**config.mk**
```make
export PLATFORM = sky130hd
export DESIGN_NAME = spc_ctrl
export DESIGN_NICKNAME = d
export VERILOG_FILES = /design/src/rtl/spc_pkg.sv /design/src/rtl/spc_shifter.sv /design/src/rtl/spc_ctrl.sv
export SDC_FILE = /design/constraint.sdc
export NUM_CORES = 1
export LEC_CHECK = 0
export BUFFER_PORTS_ARGS = -buffer_cell sky130_fd_sc_hd__buf_2
export CAP_MARGIN = 10
export CORE_AREA = 3 3 101 103
export DETAILED_ROUTE_END_ITERATION = 7
export DIE_AREA = 0 0 104 106
export PLACE_DENSITY = 0.84
export SYNTH_ARGS = -nofsm -noshare
export SYNTH_HDL_FRONTEND = slang
export SYNTH_SLANG_ARGS = --single-unit
```
**constraint.sdc**
```tcl
create_clock -name clk -period 5.8 [get_ports clk]
set_clock_uncertainty 0.2 [all_clocks]
set_input_delay 1.16 -clock clk [delete_from_list [all_inputs] [get_ports clk]]
set_output_delay 1.16 -clock clk [all_outputs]
set_load 0.01 [all_outputs]
```
**src/rtl/spc_pkg.sv**
```systemverilog
// Constants for the daisy-chain serial control port host controller
// Operation
// Broadcast flag is control bit 7; broadcast is allowed for writes only.
// Control bit 6 is direction: 1 is read, 0 is write.
// Control bit 5 is always one, bit 4 always zero.
// Control bits 3..0 hold chain_channel_id, least significant bit first.
// Chain position 0 is nearest the controller, 15 farthest.
// Each device forwards the id minus one; id zero executes.
// Broadcast forwards the id unchanged; every device takes the write data.
// Broadcast and direction flags pass down the chain unaltered.
// Eight-bit mode: three bytes, chip select toggled between bytes.
// Eight-bit mode: chip select rises before the falling edge after data.
// Device ignores its data input during the data byte of a read.
// Sixteen-bit mode: four bytes as two words, select held after bit eight.
// Sixteen-bit write: device discards the eight bits after the data byte.
// Sixteen-bit read: data byte is sent twice; second copy is usable.
// Device detects eight- or sixteen-bit transfers by itself.
// Highway mode turns pass-through, data-out and select into straps.
// Subframe is seven minus strap value, pass-through msb, select lsb.
// Straps stay fixed during operation; no register selects the subframe.
// At most one device per subframe, eight devices per highway.
// Highway bit clock is 2.048 or 4.096 MHz, detected automatically; the code divides 25 MHz to about 2.083 or 4.167 MHz.
// An 8 kHz frame_sync rising edge starts each 125 us frame.
// A frame holds eight subframes of four bytes each.
// Select change off a multiple of eight clocks resets the device port.
// Bytes go most significant bit first; only six address bits count.
// A device that is not the read target leaves its output undriven.
`default_nettype none
package spc_pkg;
	localparam logic [3:0] OFS_CTRL = 4'h0;
	localparam logic [3:0] OFS_ADDR = 4'h4;
	localparam logic [3:0] OFS_WDATA = 4'h8;
	localparam logic [3:0] OFS_STAT = 4'hc;
	localparam int CB_START = 0;
	localparam int CB_RW = 1;
	localparam int CB_BCAST = 2;
	localparam int CB_ID_LO = 4;
	localparam int CB_WIDE = 8;
	localparam int CB_HWY = 9;
	localparam int CB_SF_LO = 10;
	localparam int CB_HW2X = 13;
	localparam int SB_BUSY = 0;
	localparam int SB_DONE = 1;
	localparam int SB_ERR = 2;
	localparam int SB_RD_LO = 8;
	localparam logic [31:0] CTRL_RST = 32'h0000_0000;
	localparam logic [5:0] ADDR_RST = 6'h00;
	localparam logic [7:0] WDATA_RST = 8'h00;
	localparam logic [1:0] CTL_FIXED = 2'h2;
	localparam logic [7:0] PAD_BYTE = 8'h00;
	localparam logic [2:0] STRAP_TOP = 3'h7;
	localparam logic [1:0] RESP_OKAY = 2'h0;
	localparam logic [1:0] RESP_SLVERR = 2'h2;
	localparam int SCLK_HALF_CYC = 4;
	localparam int CLK_NS = 40;
	localparam int CLK_KHZ = 25000;
	localparam int FRAME_NS = 125000;
	localparam int FRAME_CYC = FRAME_NS / CLK_NS;
	localparam int HWY_1X_KHZ = 2048;
	localparam int HWY_2X_KHZ = 4096;
	localparam int HWY_1X_HALF = CLK_KHZ / (2 * HWY_1X_KHZ);
	localparam int HWY_2X_HALF = CLK_KHZ / (2 * HWY_2X_KHZ);
	typedef enum logic [2:0] {
		ST_IDLE  = 3'b001,
		ST_SHIFT = 3'b010,
		ST_GAP   = 3'b100
	} spc_state_type;
endpackage : spc_pkg
`default_nettype wire

```
**src/rtl/spc_shifter.sv**
```systemverilog
// One-byte serial shifter with idle-high clock and msb-first data
`default_nettype none
module spc_shifter #(
	parameter int HALF = 4
) (
	input  wire logic       clk,
	input  wire logic       sys_rst,
	input  wire logic       start,
	input  wire logic [7:0] tx_byte,
	input  wire logic       miso_s,
	output logic            done,
	output logic [7:0]      rx_byte,
	output logic            sclk,
	output logic            mosi,
	output logic            busy
);
	logic [7:0] sh_r;
	logic [7:0] tmr_r;
	logic [2:0] bit_r;

	assign rx_byte = sh_r;

	always_ff @(posedge clk)
	begin
		done <= 1'b0;
		if (sys_rst)
		begin
			busy  <= 1'b0;
			sclk  <= 1'b1;
			mosi  <= 1'b0;
			sh_r  <= 8'h00;
			tmr_r <= 8'h00;
			bit_r <= 3'h0;
		end
		else if (start && !busy)
		begin
			busy  <= 1'b1;
			sh_r  <= tx_byte;
			tmr_r <= 8'h00;
			bit_r <= 3'h0;
		end
		else if (busy)
		begin
			if (tmr_r == 8'(HALF - 1))
			begin
				tmr_r <= 8'h00;
				if (sclk)
				begin
					sclk <= 1'b0;
					mosi <= sh_r[7];
				end
				else
				begin
					// Sample on rising edge; device shifts on falling
					sclk  <= 1'b1;
					sh_r  <= {sh_r[6:0], miso_s};
					bit_r <= bit_r + 3'h1;
					if (bit_r == 3'h7)
					begin
						busy <= 1'b0;
						done <= 1'b1;
					end
				end
			end
			else
				tmr_r <= tmr_r + 8'h01;
		end
	end
endmodule : spc_shifter
`default_nettype wire

```
**src/rtl/spc_ctrl.sv**
```systemverilog
// Host controller for the daisy-chain serial control port
`default_nettype none
module spc_ctrl #(
	parameter int SCLK_HALF = spc_pkg::SCLK_HALF_CYC,
	parameter int FRAME     = spc_pkg::FRAME_CYC
) (
	input  wire logic        clk,
	input  wire logic        sys_rst,
	input  wire logic [3:0]  s_axi_awaddr,
	input  wire logic        s_axi_awvalid,
	output logic             s_axi_awready,
	input  wire logic [31:0] s_axi_wdata,
	input  wire logic [3:0]  s_axi_wstrb,
	input  wire logic        s_axi_wvalid,
	output logic             s_axi_wready,
	output logic [1:0]       s_axi_bresp,
	output logic             s_axi_bvalid,
	input  wire logic        s_axi_bready,
	input  wire logic [3:0]  s_axi_araddr,
	input  wire logic        s_axi_arvalid,
	output logic             s_axi_arready,
	output logic [31:0]      s_axi_rdata,
	output logic [1:0]       s_axi_rresp,
	output logic             s_axi_rvalid,
	input  wire logic        s_axi_rready,
	output logic             sclk,
	output logic             cs_n,
	output logic             mosi,
	output logic             mosi_oe,
	input  wire logic        miso,
	output logic             passthrough_strap,
	output logic             passthrough_strap_oe,
	output logic             data_out_strap,
	output logic             data_out_strap_oe,
	output logic             frame_sync,
	output logic             highway_clk
);
	spc_pkg::spc_state_type state_r;
	logic        rw_r;
	logic        bcast_r;
	logic [3:0]  id_r;
	logic        wide_r;
	logic        hwy_r;
	logic        hw2x_r;
	logic [2:0]  sf_r;
	logic [2:0]  strap_r;
	logic [5:0]  addr_r;
	logic [7:0]  wdata_r;
	logic [7:0]  rdata_r;
	logic        done_r;
	logic        err_r;
	logic        cs_r;
	logic [1:0]  idx_r;
	logic        fin_r;
	logic        sh_start_r;
	logic [7:0]  gap_r;
	logic        miso_m_r;
	logic        miso_s_r;
	logic [15:0] frame_r;
	logic [7:0]  hclk_r;
	logic        hclk_q_r;
	logic        fs_r;
	logic        wr_fire;
	logic        ctrl_wr;
	logic        stat_wr;
	logic        go;
	logic        bad_go;
	logic        sh_done;
	logic        sh_sclk;
	logic        sh_mosi;
	logic [7:0]  sh_rx;
	logic [7:0]  tx_byte;
	logic [1:0]  last_idx;
	logic        busy;
	logic [7:0]  hhalf;

	// Chain id goes out lsb first, so its bits are mirrored
	function automatic logic [7:0] ctl_byte(input logic b, input logic r,
		input logic [3:0] id);
		ctl_byte = {b, r, spc_pkg::CTL_FIXED,
			id[0], id[1], id[2], id[3]};
	endfunction : ctl_byte

	assign busy = (state_r != spc_pkg::ST_IDLE);

	// AXI4-Lite write channel: address and data taken together
	assign wr_fire = s_axi_awvalid && s_axi_wvalid && !s_axi_bvalid;
	assign s_axi_awready = wr_fire;
	assign s_axi_wready = wr_fire;
	assign ctrl_wr = wr_fire && s_axi_awaddr == spc_pkg::OFS_CTRL
		&& s_axi_wstrb[0] && s_axi_wstrb[1];
	assign stat_wr = wr_fire && s_axi_awaddr == spc_pkg::OFS_STAT
		&& s_axi_wstrb[0];
	assign go = ctrl_wr && s_axi_wdata[spc_pkg::CB_START] && !busy
		&& !s_axi_wdata[spc_pkg::CB_HWY] && !hwy_r;
	// Broadcast read would make every device drive at once
	assign bad_go = go && s_axi_wdata[spc_pkg::CB_RW]
		&& s_axi_wdata[spc_pkg::CB_BCAST];

	always_ff @(posedge clk)
	begin
		if (sys_rst)
		begin
			s_axi_bvalid <= 1'b0;
			s_axi_bresp  <= spc_pkg::RESP_OKAY;
		end
		else if (wr_fire)
		begin
			s_axi_bvalid <= 1'b1;
			s_axi_bresp  <= (s_axi_awaddr == spc_pkg::OFS_CTRL
				|| s_axi_awaddr == spc_pkg::OFS_ADDR
				|| s_axi_awaddr == spc_pkg::OFS_WDATA
				|| s_axi_awaddr == spc_pkg::OFS_STAT)
				? spc_pkg::RESP_OKAY : spc_pkg::RESP_SLVERR;
		end
		else if (s_axi_bready)
			s_axi_bvalid <= 1'b0;
	end

	// Configuration registers; ignored while a transfer runs
	always_ff @(posedge clk)
	begin
		if (sys_rst)
		begin
			rw_r    <= spc_pkg::CTRL_RST[spc_pkg::CB_RW];
			bcast_r <= spc_pkg::CTRL_RST[spc_pkg::CB_BCAST];
			id_r    <= spc_pkg::CTRL_RST[spc_pkg::CB_ID_LO +: 4];
			wide_r  <= spc_pkg::CTRL_RST[spc_pkg::CB_WIDE];
			hwy_r   <= spc_pkg::CTRL_RST[spc_pkg::CB_HWY];
			hw2x_r  <= spc_pkg::CTRL_RST[spc_pkg::CB_HW2X];
			sf_r    <= spc_pkg::CTRL_RST[spc_pkg::CB_SF_LO +: 3];
			addr_r  <= spc_pkg::ADDR_RST;
			wdata_r <= spc_pkg::WDATA_RST;
		end
		else
		begin
			if (ctrl_wr && !busy)
			begin
				rw_r    <= s_axi_wdata[spc_pkg::CB_RW];
				bcast_r <= s_axi_wdata[spc_pkg::CB_BCAST];
				id_r    <= s_axi_wdata[spc_pkg::CB_ID_LO +: 4];
				wide_r  <= s_axi_wdata[spc_pkg::CB_WIDE];
				hwy_r   <= s_axi_wdata[spc_pkg::CB_HWY];
				hw2x_r  <= s_axi_wdata[spc_pkg::CB_HW2X];
				if (!hwy_r)
					sf_r <= s_axi_wdata[spc_pkg::CB_SF_LO +: 3];
			end
			if (wr_fire && s_axi_awaddr == spc_pkg::OFS_ADDR
				&& s_axi_wstrb[0] && !busy)
				addr_r <= s_axi_wdata[5:0];
			if (wr_fire && s_axi_awaddr == spc_pkg::OFS_WDATA
				&& s_axi_wstrb[0] && !busy)
				wdata_r <= s_axi_wdata[7:0];
		end
	end

	// Strap value frozen while highway mode is on
	always_ff @(posedge clk)
	begin
		if (sys_rst)
			strap_r <= spc_pkg::STRAP_TOP;
		else if (ctrl_wr && !busy && !hwy_r)
			// Loaded from the written subframe, not one write late
			strap_r <= spc_pkg::STRAP_TOP
				- s_axi_wdata[spc_pkg::CB_SF_LO +: 3];
	end

	// AXI4-Lite read channel
	assign s_axi_arready = !s_axi_rvalid;
	always_ff @(posedge clk)
	begin
		if (sys_rst)
		begin
			s_axi_rvalid <= 1'b0;
			s_axi_rdata  <= 32'h0000_0000;
			s_axi_rresp  <= spc_pkg::RESP_OKAY;
		end
		else if (s_axi_arvalid && !s_axi_rvalid)
		begin
			s_axi_rvalid <= 1'b1;
			s_axi_rresp  <= spc_pkg::RESP_OKAY;
			s_axi_rdata  <= 32'h0000_0000;
			case (s_axi_araddr)
				spc_pkg::OFS_CTRL:
				begin
					s_axi_rdata[spc_pkg::CB_RW]         <= rw_r;
					s_axi_rdata[spc_pkg::CB_BCAST]      <= bcast_r;
					s_axi_rdata[spc_pkg::CB_ID_LO +: 4] <= id_r;
					s_axi_rdata[spc_pkg::CB_WIDE]       <= wide_r;
					s_axi_rdata[spc_pkg::CB_HWY]        <= hwy_r;
					s_axi_rdata[spc_pkg::CB_SF_LO +: 3] <= sf_r;
					s_axi_rdata[spc_pkg::CB_HW2X]       <= hw2x_r;
				end
				spc_pkg::OFS_ADDR:
					s_axi_rdata[5:0] <= addr_r;
				spc_pkg::OFS_WDATA:
					s_axi_rdata[7:0] <= wdata_r;
				spc_pkg::OFS_STAT:
				begin
					s_axi_rdata[spc_pkg::SB_BUSY]       <= busy;
					s_axi_rdata[spc_pkg::SB_DONE]       <= done_r;
					s_axi_rdata[spc_pkg::SB_ERR]        <= err_r;
					s_axi_rdata[spc_pkg::SB_RD_LO +: 8] <= rdata_r;
				end
				default:
					s_axi_rresp <= spc_pkg::RESP_SLVERR;
			endcase
		end
		else if (s_axi_rready)
			s_axi_rvalid <= 1'b0;
	end

	// Returned byte is fed straight from a two-stage synchroniser
	always_ff @(posedge clk)
	begin
		if (sys_rst)
		begin
			miso_m_r <= 1'b0;
			miso_s_r <= 1'b0;
		end
		else
		begin
			miso_m_r <= miso;
			miso_s_r <= miso_m_r;
		end
	end

	// Byte sequence: control, address, data, then pad in wide mode
	always_comb
	begin
		case (idx_r)
			2'h0: tx_byte = ctl_byte(bcast_r, rw_r, id_r);
			2'h1: tx_byte = {2'h0, addr_r};
			2'h2: tx_byte = rw_r ? spc_pkg::PAD_BYTE : wdata_r;
			default: tx_byte = spc_pkg::PAD_BYTE;
		endcase
	end
	assign last_idx = wide_r ? 2'h3 : 2'h2;

	always_ff @(posedge clk)
	begin
		sh_start_r <= 1'b0;
		if (sys_rst)
		begin
			state_r <= spc_pkg::ST_IDLE;
			cs_r    <= 1'b1;
			idx_r   <= 2'h0;
			fin_r   <= 1'b0;
			gap_r   <= 8'h00;
		end
		else
		begin
			case (state_r)
				spc_pkg::ST_IDLE:
				begin
					if (go && !bad_go)
					begin
						state_r    <= spc_pkg::ST_SHIFT;
						cs_r       <= 1'b0;
						idx_r      <= 2'h0;
						fin_r      <= 1'b0;
						sh_start_r <= 1'b1;
					end
				end
				spc_pkg::ST_SHIFT:
				begin
					if (sh_done)
					begin
						gap_r <= 8'h00;
						if (idx_r == last_idx)
						begin
							// Select rises before any further clock edge
							cs_r    <= 1'b1;
							fin_r   <= 1'b1;
							state_r <= spc_pkg::ST_GAP;
						end
						else if (!wide_r || idx_r == 2'h1)
						begin
							cs_r    <= 1'b1;
							idx_r   <= idx_r + 2'h1;
							state_r <= spc_pkg::ST_GAP;
						end
						else
						begin
							// Wide mode keeps select low between the two bytes of a word
							idx_r      <= idx_r + 2'h1;
							sh_start_r <= 1'b1;
						end
					end
				end
				spc_pkg::ST_GAP:
				begin
					if (gap_r == 8'(2 * SCLK_HALF - 1))
					begin
						if (fin_r)
							state_r <= spc_pkg::ST_IDLE;
						else
						begin
							cs_r       <= 1'b0;
							sh_start_r <= 1'b1;
							state_r    <= spc_pkg::ST_SHIFT;
						end
					end
					else
						gap_r <= gap_r + 8'h01;
				end
				default:
					state_r <= spc_pkg::ST_IDLE;
			endcase
		end
	end

	// Status: set wins over a write-one clear
	always_ff @(posedge clk)
	begin
		if (sys_rst)
		begin
			done_r  <= 1'b0;
			err_r   <= 1'b0;
			rdata_r <= 8'h00;
		end
		else
		begin
			if (state_r == spc_pkg::ST_GAP && fin_r
				&& gap_r == 8'(2 * SCLK_HALF - 1))
				done_r <= 1'b1;
			else if (stat_wr && s_axi_wdata[spc_pkg::SB_DONE])
				done_r <= 1'b0;
			if (bad_go)
				err_r <= 1'b1;
			else if (stat_wr && s_axi_wdata[spc_pkg::SB_ERR])
				err_r <= 1'b0;
			// Wide reads keep the second copy of the byte
			if (sh_done && rw_r && idx_r == last_idx)
				rdata_r <= sh_rx;
		end
	end

	spc_shifter #(
		.HALF(SCLK_HALF)
	) u_shift (
		.clk     (clk),
		.sys_rst (sys_rst),
		.start   (sh_start_r),
		.tx_byte (tx_byte),
		.miso_s  (miso_s_r),
		.done    (sh_done),
		.rx_byte (sh_rx),
		.sclk    (sh_sclk),
		.mosi    (sh_mosi),
		.busy    ()
	);

	// Highway frame timing; bit clock is not locked to the frame
	assign hhalf = hw2x_r ? 8'(spc_pkg::HWY_2X_HALF)
		: 8'(spc_pkg::HWY_1X_HALF);
	always_ff @(posedge clk)
	begin
		if (sys_rst || !hwy_r)
		begin
			frame_r  <= 16'h0000;
			fs_r     <= 1'b0;
			hclk_r   <= 8'h00;
			hclk_q_r <= 1'b0;
		end
		else
		begin
			fs_r <= (frame_r == 16'h0000);
			if (frame_r == 16'(FRAME - 1))
				frame_r <= 16'h0000;
			else
				frame_r <= frame_r + 16'h0001;
			if (hclk_r == hhalf - 8'h01)
			begin
				hclk_r   <= 8'h00;
				hclk_q_r <= !hclk_q_r;
			end
			else
				hclk_r <= hclk_r + 8'h01;
		end
	end
	assign frame_sync = fs_r;
	assign highway_clk = hclk_q_r;

	// Highway mode turns the port pins into fixed straps
	assign cs_n = hwy_r ? strap_r[0] : cs_r;
	assign passthrough_strap = strap_r[2];
	assign passthrough_strap_oe = hwy_r;
	assign data_out_strap = strap_r[1];
	assign data_out_strap_oe = hwy_r;
	assign sclk = hwy_r ? 1'b1 : sh_sclk;
	assign mosi = sh_mosi;
	// Released during read data so the line may be shared
	assign mosi_oe = !hwy_r && !cs_r
		&& !(rw_r && idx_r[1]);
endmodule : spc_ctrl
`default_nettype wire

```
# Word-level counts from Yosys, hierarchy flattened
# Cells that the tools add are included.
[op_classes]
add_sub_neg = 8
n_eq_ne = 27
muxes = 66
n_bitwise = 5
reduce_logical = 77
[op_table]
columns = ["op", "n"]
rows = [
  ["$mux W8", 8],
  ["$logic_and A1 B1 Y1", 33],
  ["$mux W1", 32],
  ["$add A8 B1 Y8 const B", 3],
  ["$pmux W8 S3", 1],
  ["$mux W3", 6],
  ["$add A16 B1 Y16 const B", 1],
  ["$eq A16 B12 Y1 const B", 1],
  ["$eq A4 B4 Y1 const B", 4],
  ["$logic_not A16 Y1", 1],
  ["$pmux W8 S2", 1],
  ["$reduce_and A4 Y1", 4],
  ["$reduce_bool A2 Y1", 8],
  ["$mux W2", 7],
  ["$ne A2 B2 Y1 const B", 7],
  ["$pmux W6 S2", 1],
  ["$reduce_and A3 Y1", 4],
  ["$logic_not A1 Y1", 11],
  ["$pmux W1 S3", 3],
  ["$pmux W3 S3", 1],
  ["$eq A4 B3 Y1 const B", 2],
  ["$eq A8 B2 Y1 const B", 1],
  ["$eq A8 B3 Y1 const B", 1],
  ["$eq A8 B8 Y1", 1],
  ["other kinds (27)", 41],
]
[totals]
register_bits = 128
inputBits = 52
word_cells = 220

# Logic depth before layout (Yosys ltp)
[logic_depth]
depth_word = 15
ltp_mapped = 7
mapped_depth_nobuf = 7

# Modules after synthesis
# Synthesis repeated with hierarchy kept, for this count alone.
[hier_totals]
cells_unflattened = 653
hier_area_um2 = 5878.1
[modules_own_cells]
columns = ["module", "n_inst", "cells_each", "area_per_inst_um2", "seq_area_each_um2"]
rows = [
  ["spc_ctrl", 1, 535, 4803.4, 2062.0],
  ["spc_shifter", 1, 118, 1074.8, 460.4],
]

# Worst setup path before layout
# OpenSTA, ideal clock, no wires.
[synth_path]
kind = "input port to output port"
from = "input s_axi_awvalid"
to = "output s_axi_wready"
arrival_ns = 1.745
t_required_ns = 4.440
slack_ns = 2.695
stages = 3
path_buffers = 2
path_cell_list = "and3b_1 > clkbuf_1 > buf_4"
[synth_via]
elab_chain_len = 2
[synth_lines]
columns = ["item", "line_no", "text"]
rows = [
  ["start, declared", "spc_ctrl.sv:10", "input wire logic s_axi_awvalid,"],
  ["$logic_and A1 B1 Y1 (2 in series)", "spc_ctrl.sv:87", "assign wr_fire = s_axi_awvalid && s_axi_wvalid && !s_axi_bvalid;"],
  ["end, declared", "spc_ctrl.sv:15", "output logic s_axi_wready,"],
]
# Every way passes these cells.

# Worst setup path after layout
[layout_path]
from = "register hwy_r, in the netlist data_out_strap_oe"
to = "output cs_n"
[layout_via]
elab_chain_len = 1
[layout_lines]
columns = ["item", "line_no", "text"]
rows = [
  ["start, declared", "spc_ctrl.sv:43", "logic hwy_r;"],
  ["start signal, assigned", "spc_ctrl.sv:129", "hwy_r <= spc_pkg::CTRL_RST[spc_pkg::CB_HWY];"],
  ["start signal, assigned", "spc_ctrl.sv:143", "hwy_r <= s_axi_wdata[spc_pkg::CB_HWY];"],
  ["$mux W1", "spc_ctrl.sv:386", "assign cs_n = hwy_r ? strap_r[0] : cs_r;"],
  ["end, declared", "spc_ctrl.sv:27", "output logic cs_n,"],
]
# Every way passes these cells.

==> impl_metrics.env <==
export IMPL_tightest_slew_ns=0.8255
export IMPL_leakage_uw=0.002787
export IMPL_finalHoldViolCount=0
export IMPL_gp_congestion=0.8636
export IMPL_die_h_um=106
export IMPL_multi_input_area_um2=2811
export IMPL_max_slew_margin_pct=44.10
export IMPL_setup_viol=0
export IMPL_path_clk_slew_ns=0.06
export IMPL_grt_pass1_wl_um=21020
export IMPL_synthCells=614
export IMPL_ios=103
export IMPL_drt_pass1_iter_count=5
export IMPL_cts_hold_buf=0
export IMPL_hp_class="reg -> reg"
export IMPL_rsz0062_at_grt="no"
export IMPL_area_growth_pct=16.50
export IMPL_utilization_pct=70.22
export IMPL_ys_async_sr_fraction_pct=0
export IMPL_fin_ws_ns=2.729
export IMPL_antenna_left=0
export IMPL_critPathRequiredTime_ns=4.44
export IMPL_drtIter0Drc=306
export IMPL_yosysTopAreaCell="dfxtp_1"
export IMPL_cts_setup_buffers=0
export IMPL_grt_usage_pct=23.23
export IMPL_core_area_um2=9284
export IMPL_synth_common_cells="dfxtp_1, nor2_1, mux2i_1, nand2_1, xor2_1"
export IMPL_h_tree_depth=4
export IMPL_fill_cells=693
export IMPL_powerDensity_nw_per_um2=320.7
export IMPL_cp_max_fo=11
export IMPL_cts_buffers=17
export IMPL_antenna_found_initial=0
export IMPL_grt_max_degree=76
export IMPL_r2r_end="s_axi_rdata[9]"
export IMPL_io_buffers=64
export IMPL_root_buffer="clkbuf_8"
export IMPL_synth_avg_cell_area_um2=9.113
export IMPL_ff2ff_setup_slack_ns=3.26
export IMPL_initial_core_util_pct=60.27
export IMPL_synth_ff_latch_count=126
export IMPL_diodes=0
export IMPL_wl_per_cell_um=15.89
export IMPL_fp_dieW_um=104
export IMPL_synthMostInstantiatedCell="dfxtp_1"
export IMPL_drcViolationCount=0
export IMPL_status="finished, final reports clean"
export IMPL_die_area_um2=11020
export IMPL_worst_hold_path_endpoint="u_shift.bit_r[2]"
export IMPL_layout_min_cycle_time_ns=3.071
export IMPL_ys_types=65
export IMPL_synth_edff_count=0
export IMPL_synthTopCellsByArea="dfxtp_1, nor2_1, mux2i_1"
export IMPL_ff2ff_path_depth=5
export IMPL_vias=4710
export IMPL_synth_top_area_share_pct=45.08
export IMPL_worstSetupPathType="reg -> out"
export IMPL_seq_area_frac_synth_pct=45.08
export IMPL_min_path_cells=2
export IMPL_grt_overflow=0
export IMPL_seq_area_um2=2522
export IMPL_clk_path_buf_depth=2
export IMPL_ir_drop_mv=0.2105
export IMPL_r2r_start="s_axi_rvalid"
export IMPL_grt_pass1_vias=4462
export IMPL_design_area_um2=6519
export IMPL_ys_warnings_count=0
export IMPL_wirelength_um=12870
export IMPL_dp_hpwl_um=8491
export IMPL_clock_sinks=126
export IMPL_clk_latency_ns=0.52
export IMPL_drv_cap=0
export IMPL_crit_arrival_ns=1.71
export IMPL_hold_start="u_shift.bit_r[2]"
export IMPL_ys_flop_type="dfxtp_1"
export IMPL_startpoint_type="flip-flop"
export IMPL_syn_area_um2=5595
export IMPL_post_route_period_util_pct=52.95
export IMPL_nNetsFinal=731
export IMPL_vias_per_cell=5.815
export IMPL_max_freq_mhz=325.6
export IMPL_power_uw=2091
export IMPL_dpl_instance_area_um2=5891
export IMPL_cts_tree="yes"
export IMPL_setup_tns_ns=0
export IMPL_crit_path_end_kind="output port"
export IMPL_slew_violations=0
export IMPL_dp_slack_ns=2.462
export IMPL_cts_resized=0
export IMPL_drive_gt1_share_pct=16.89
export IMPL_rows=35
-- registers in the layout (all words and copies together), names as in the netlist, 2 cells and up --
register,flops
frame_r,16
s_axi_rdata,16
gap_r,8
hclk_r,8
rdata_r,8
u_shift.rx_byte,8
u_shift.tmr_r,8
wdata_r,8
addr_r,6
id_r,4
sf_r,3
state_r,3
strap_r,3
u_shift.bit_r,3
idx_r,2
-- kinds of logic after synthesis --
family                   after synthesis  share of synthesized area [%]
buffers and inverters                 63                          5.814
flip-flops                           126                          45.08
other                                  1                        0.06702
AO/OA/AOI/OAI                         91                          11.96
adder cells (fa/ha/maj)               11                          2.460
XOR/XNOR                              34                          5.322
multiplexers                          41                          7.804
AND/OR/NAND/NOR                      247                          21.49
-- per-stage QoR --
stage	instances	hold slack, ns
after floorplan	631	0.2138
after global placement	778	0.2458
after detailed placement	778	0.2577
after CTS	810	0.2656
after global routing	810	0.2895
final	810	0.2687
-- cell usage in the layout (no fill, tap or decap), types with 9 or more instances in the layout --
| cell type | netlist | routed |
|---|---|---|
| nand2_1 | 34 | 34 |
| a222oi_1 | 10 | 10 |
| mux2i_1 | 38 | 38 |
| xor2_1 | 24 | 24 |
| nor3_1 | 12 | 12 |
| buf_2 | 5 | 64 |
| conb_1 | 1 | 18 |
| dfxtp_1 | 126 | 126 |
| o21ai_0 | 14 | 14 |
| xnor2_1 | 10 | 10 |
| a21oi_1 | 16 | 16 |
| nand3_1 | 16 | 16 |
| inv_1 | 14 | 14 |
| clkbuf_16 | 0 | 16 |
| nor2_1 | 118 | 118 |
| ha_1 | 11 | 11 |
| nand4_1 | 9 | 9 |
-- worst max path at each step --
stage / start / cells past startpoint / to / slack (ns)
3_5_place_dp: s_axi_arvalid / 6 / s_axi_rdata[10] / 2.46
3_3_place_gp: s_axi_arvalid / 6 / s_axi_rdata[9] / 2.53
6_report: data_out_strap_oe / 2 / cs_n / 2.73
4_1_cts: s_axi_awvalid / 3 / s_axi_wready / 2.73
5_1_grt: s_axi_awvalid / 3 / s_axi_awready / 2.65
2_1_floorplan: s_axi_awvalid / 3 / s_axi_wready / 2.70
-- where the power goes --
part	switching, uW	internal [uW]
registers	7.06	873
clock network	395	727
logic	55.2	33.1
-- metal layers --
metal  routed length, um  GRT usage, %
met1                5391         27.96
met2                6470         40.95
met3                 764         5.647
met4                 245         7.407
met5                   0             0
-- cell type report --
type	count	share of cell area [%]
timing repair buffer	67	5.259
tap	129	2.476
inverter	14	0.8061
sequential	126	38.69
multi-input combinational	442	43.13
clock buffer	21	6.891
clock inverter	11	2.745
-- worst max-delay path, stage by stage, from the launching register on --
cell and delay [ns]:
dfxtp_1 0.63, mux2_2 0.41, buf_2 0.14
No activity file was read; power rests on OpenSTA's default activity.
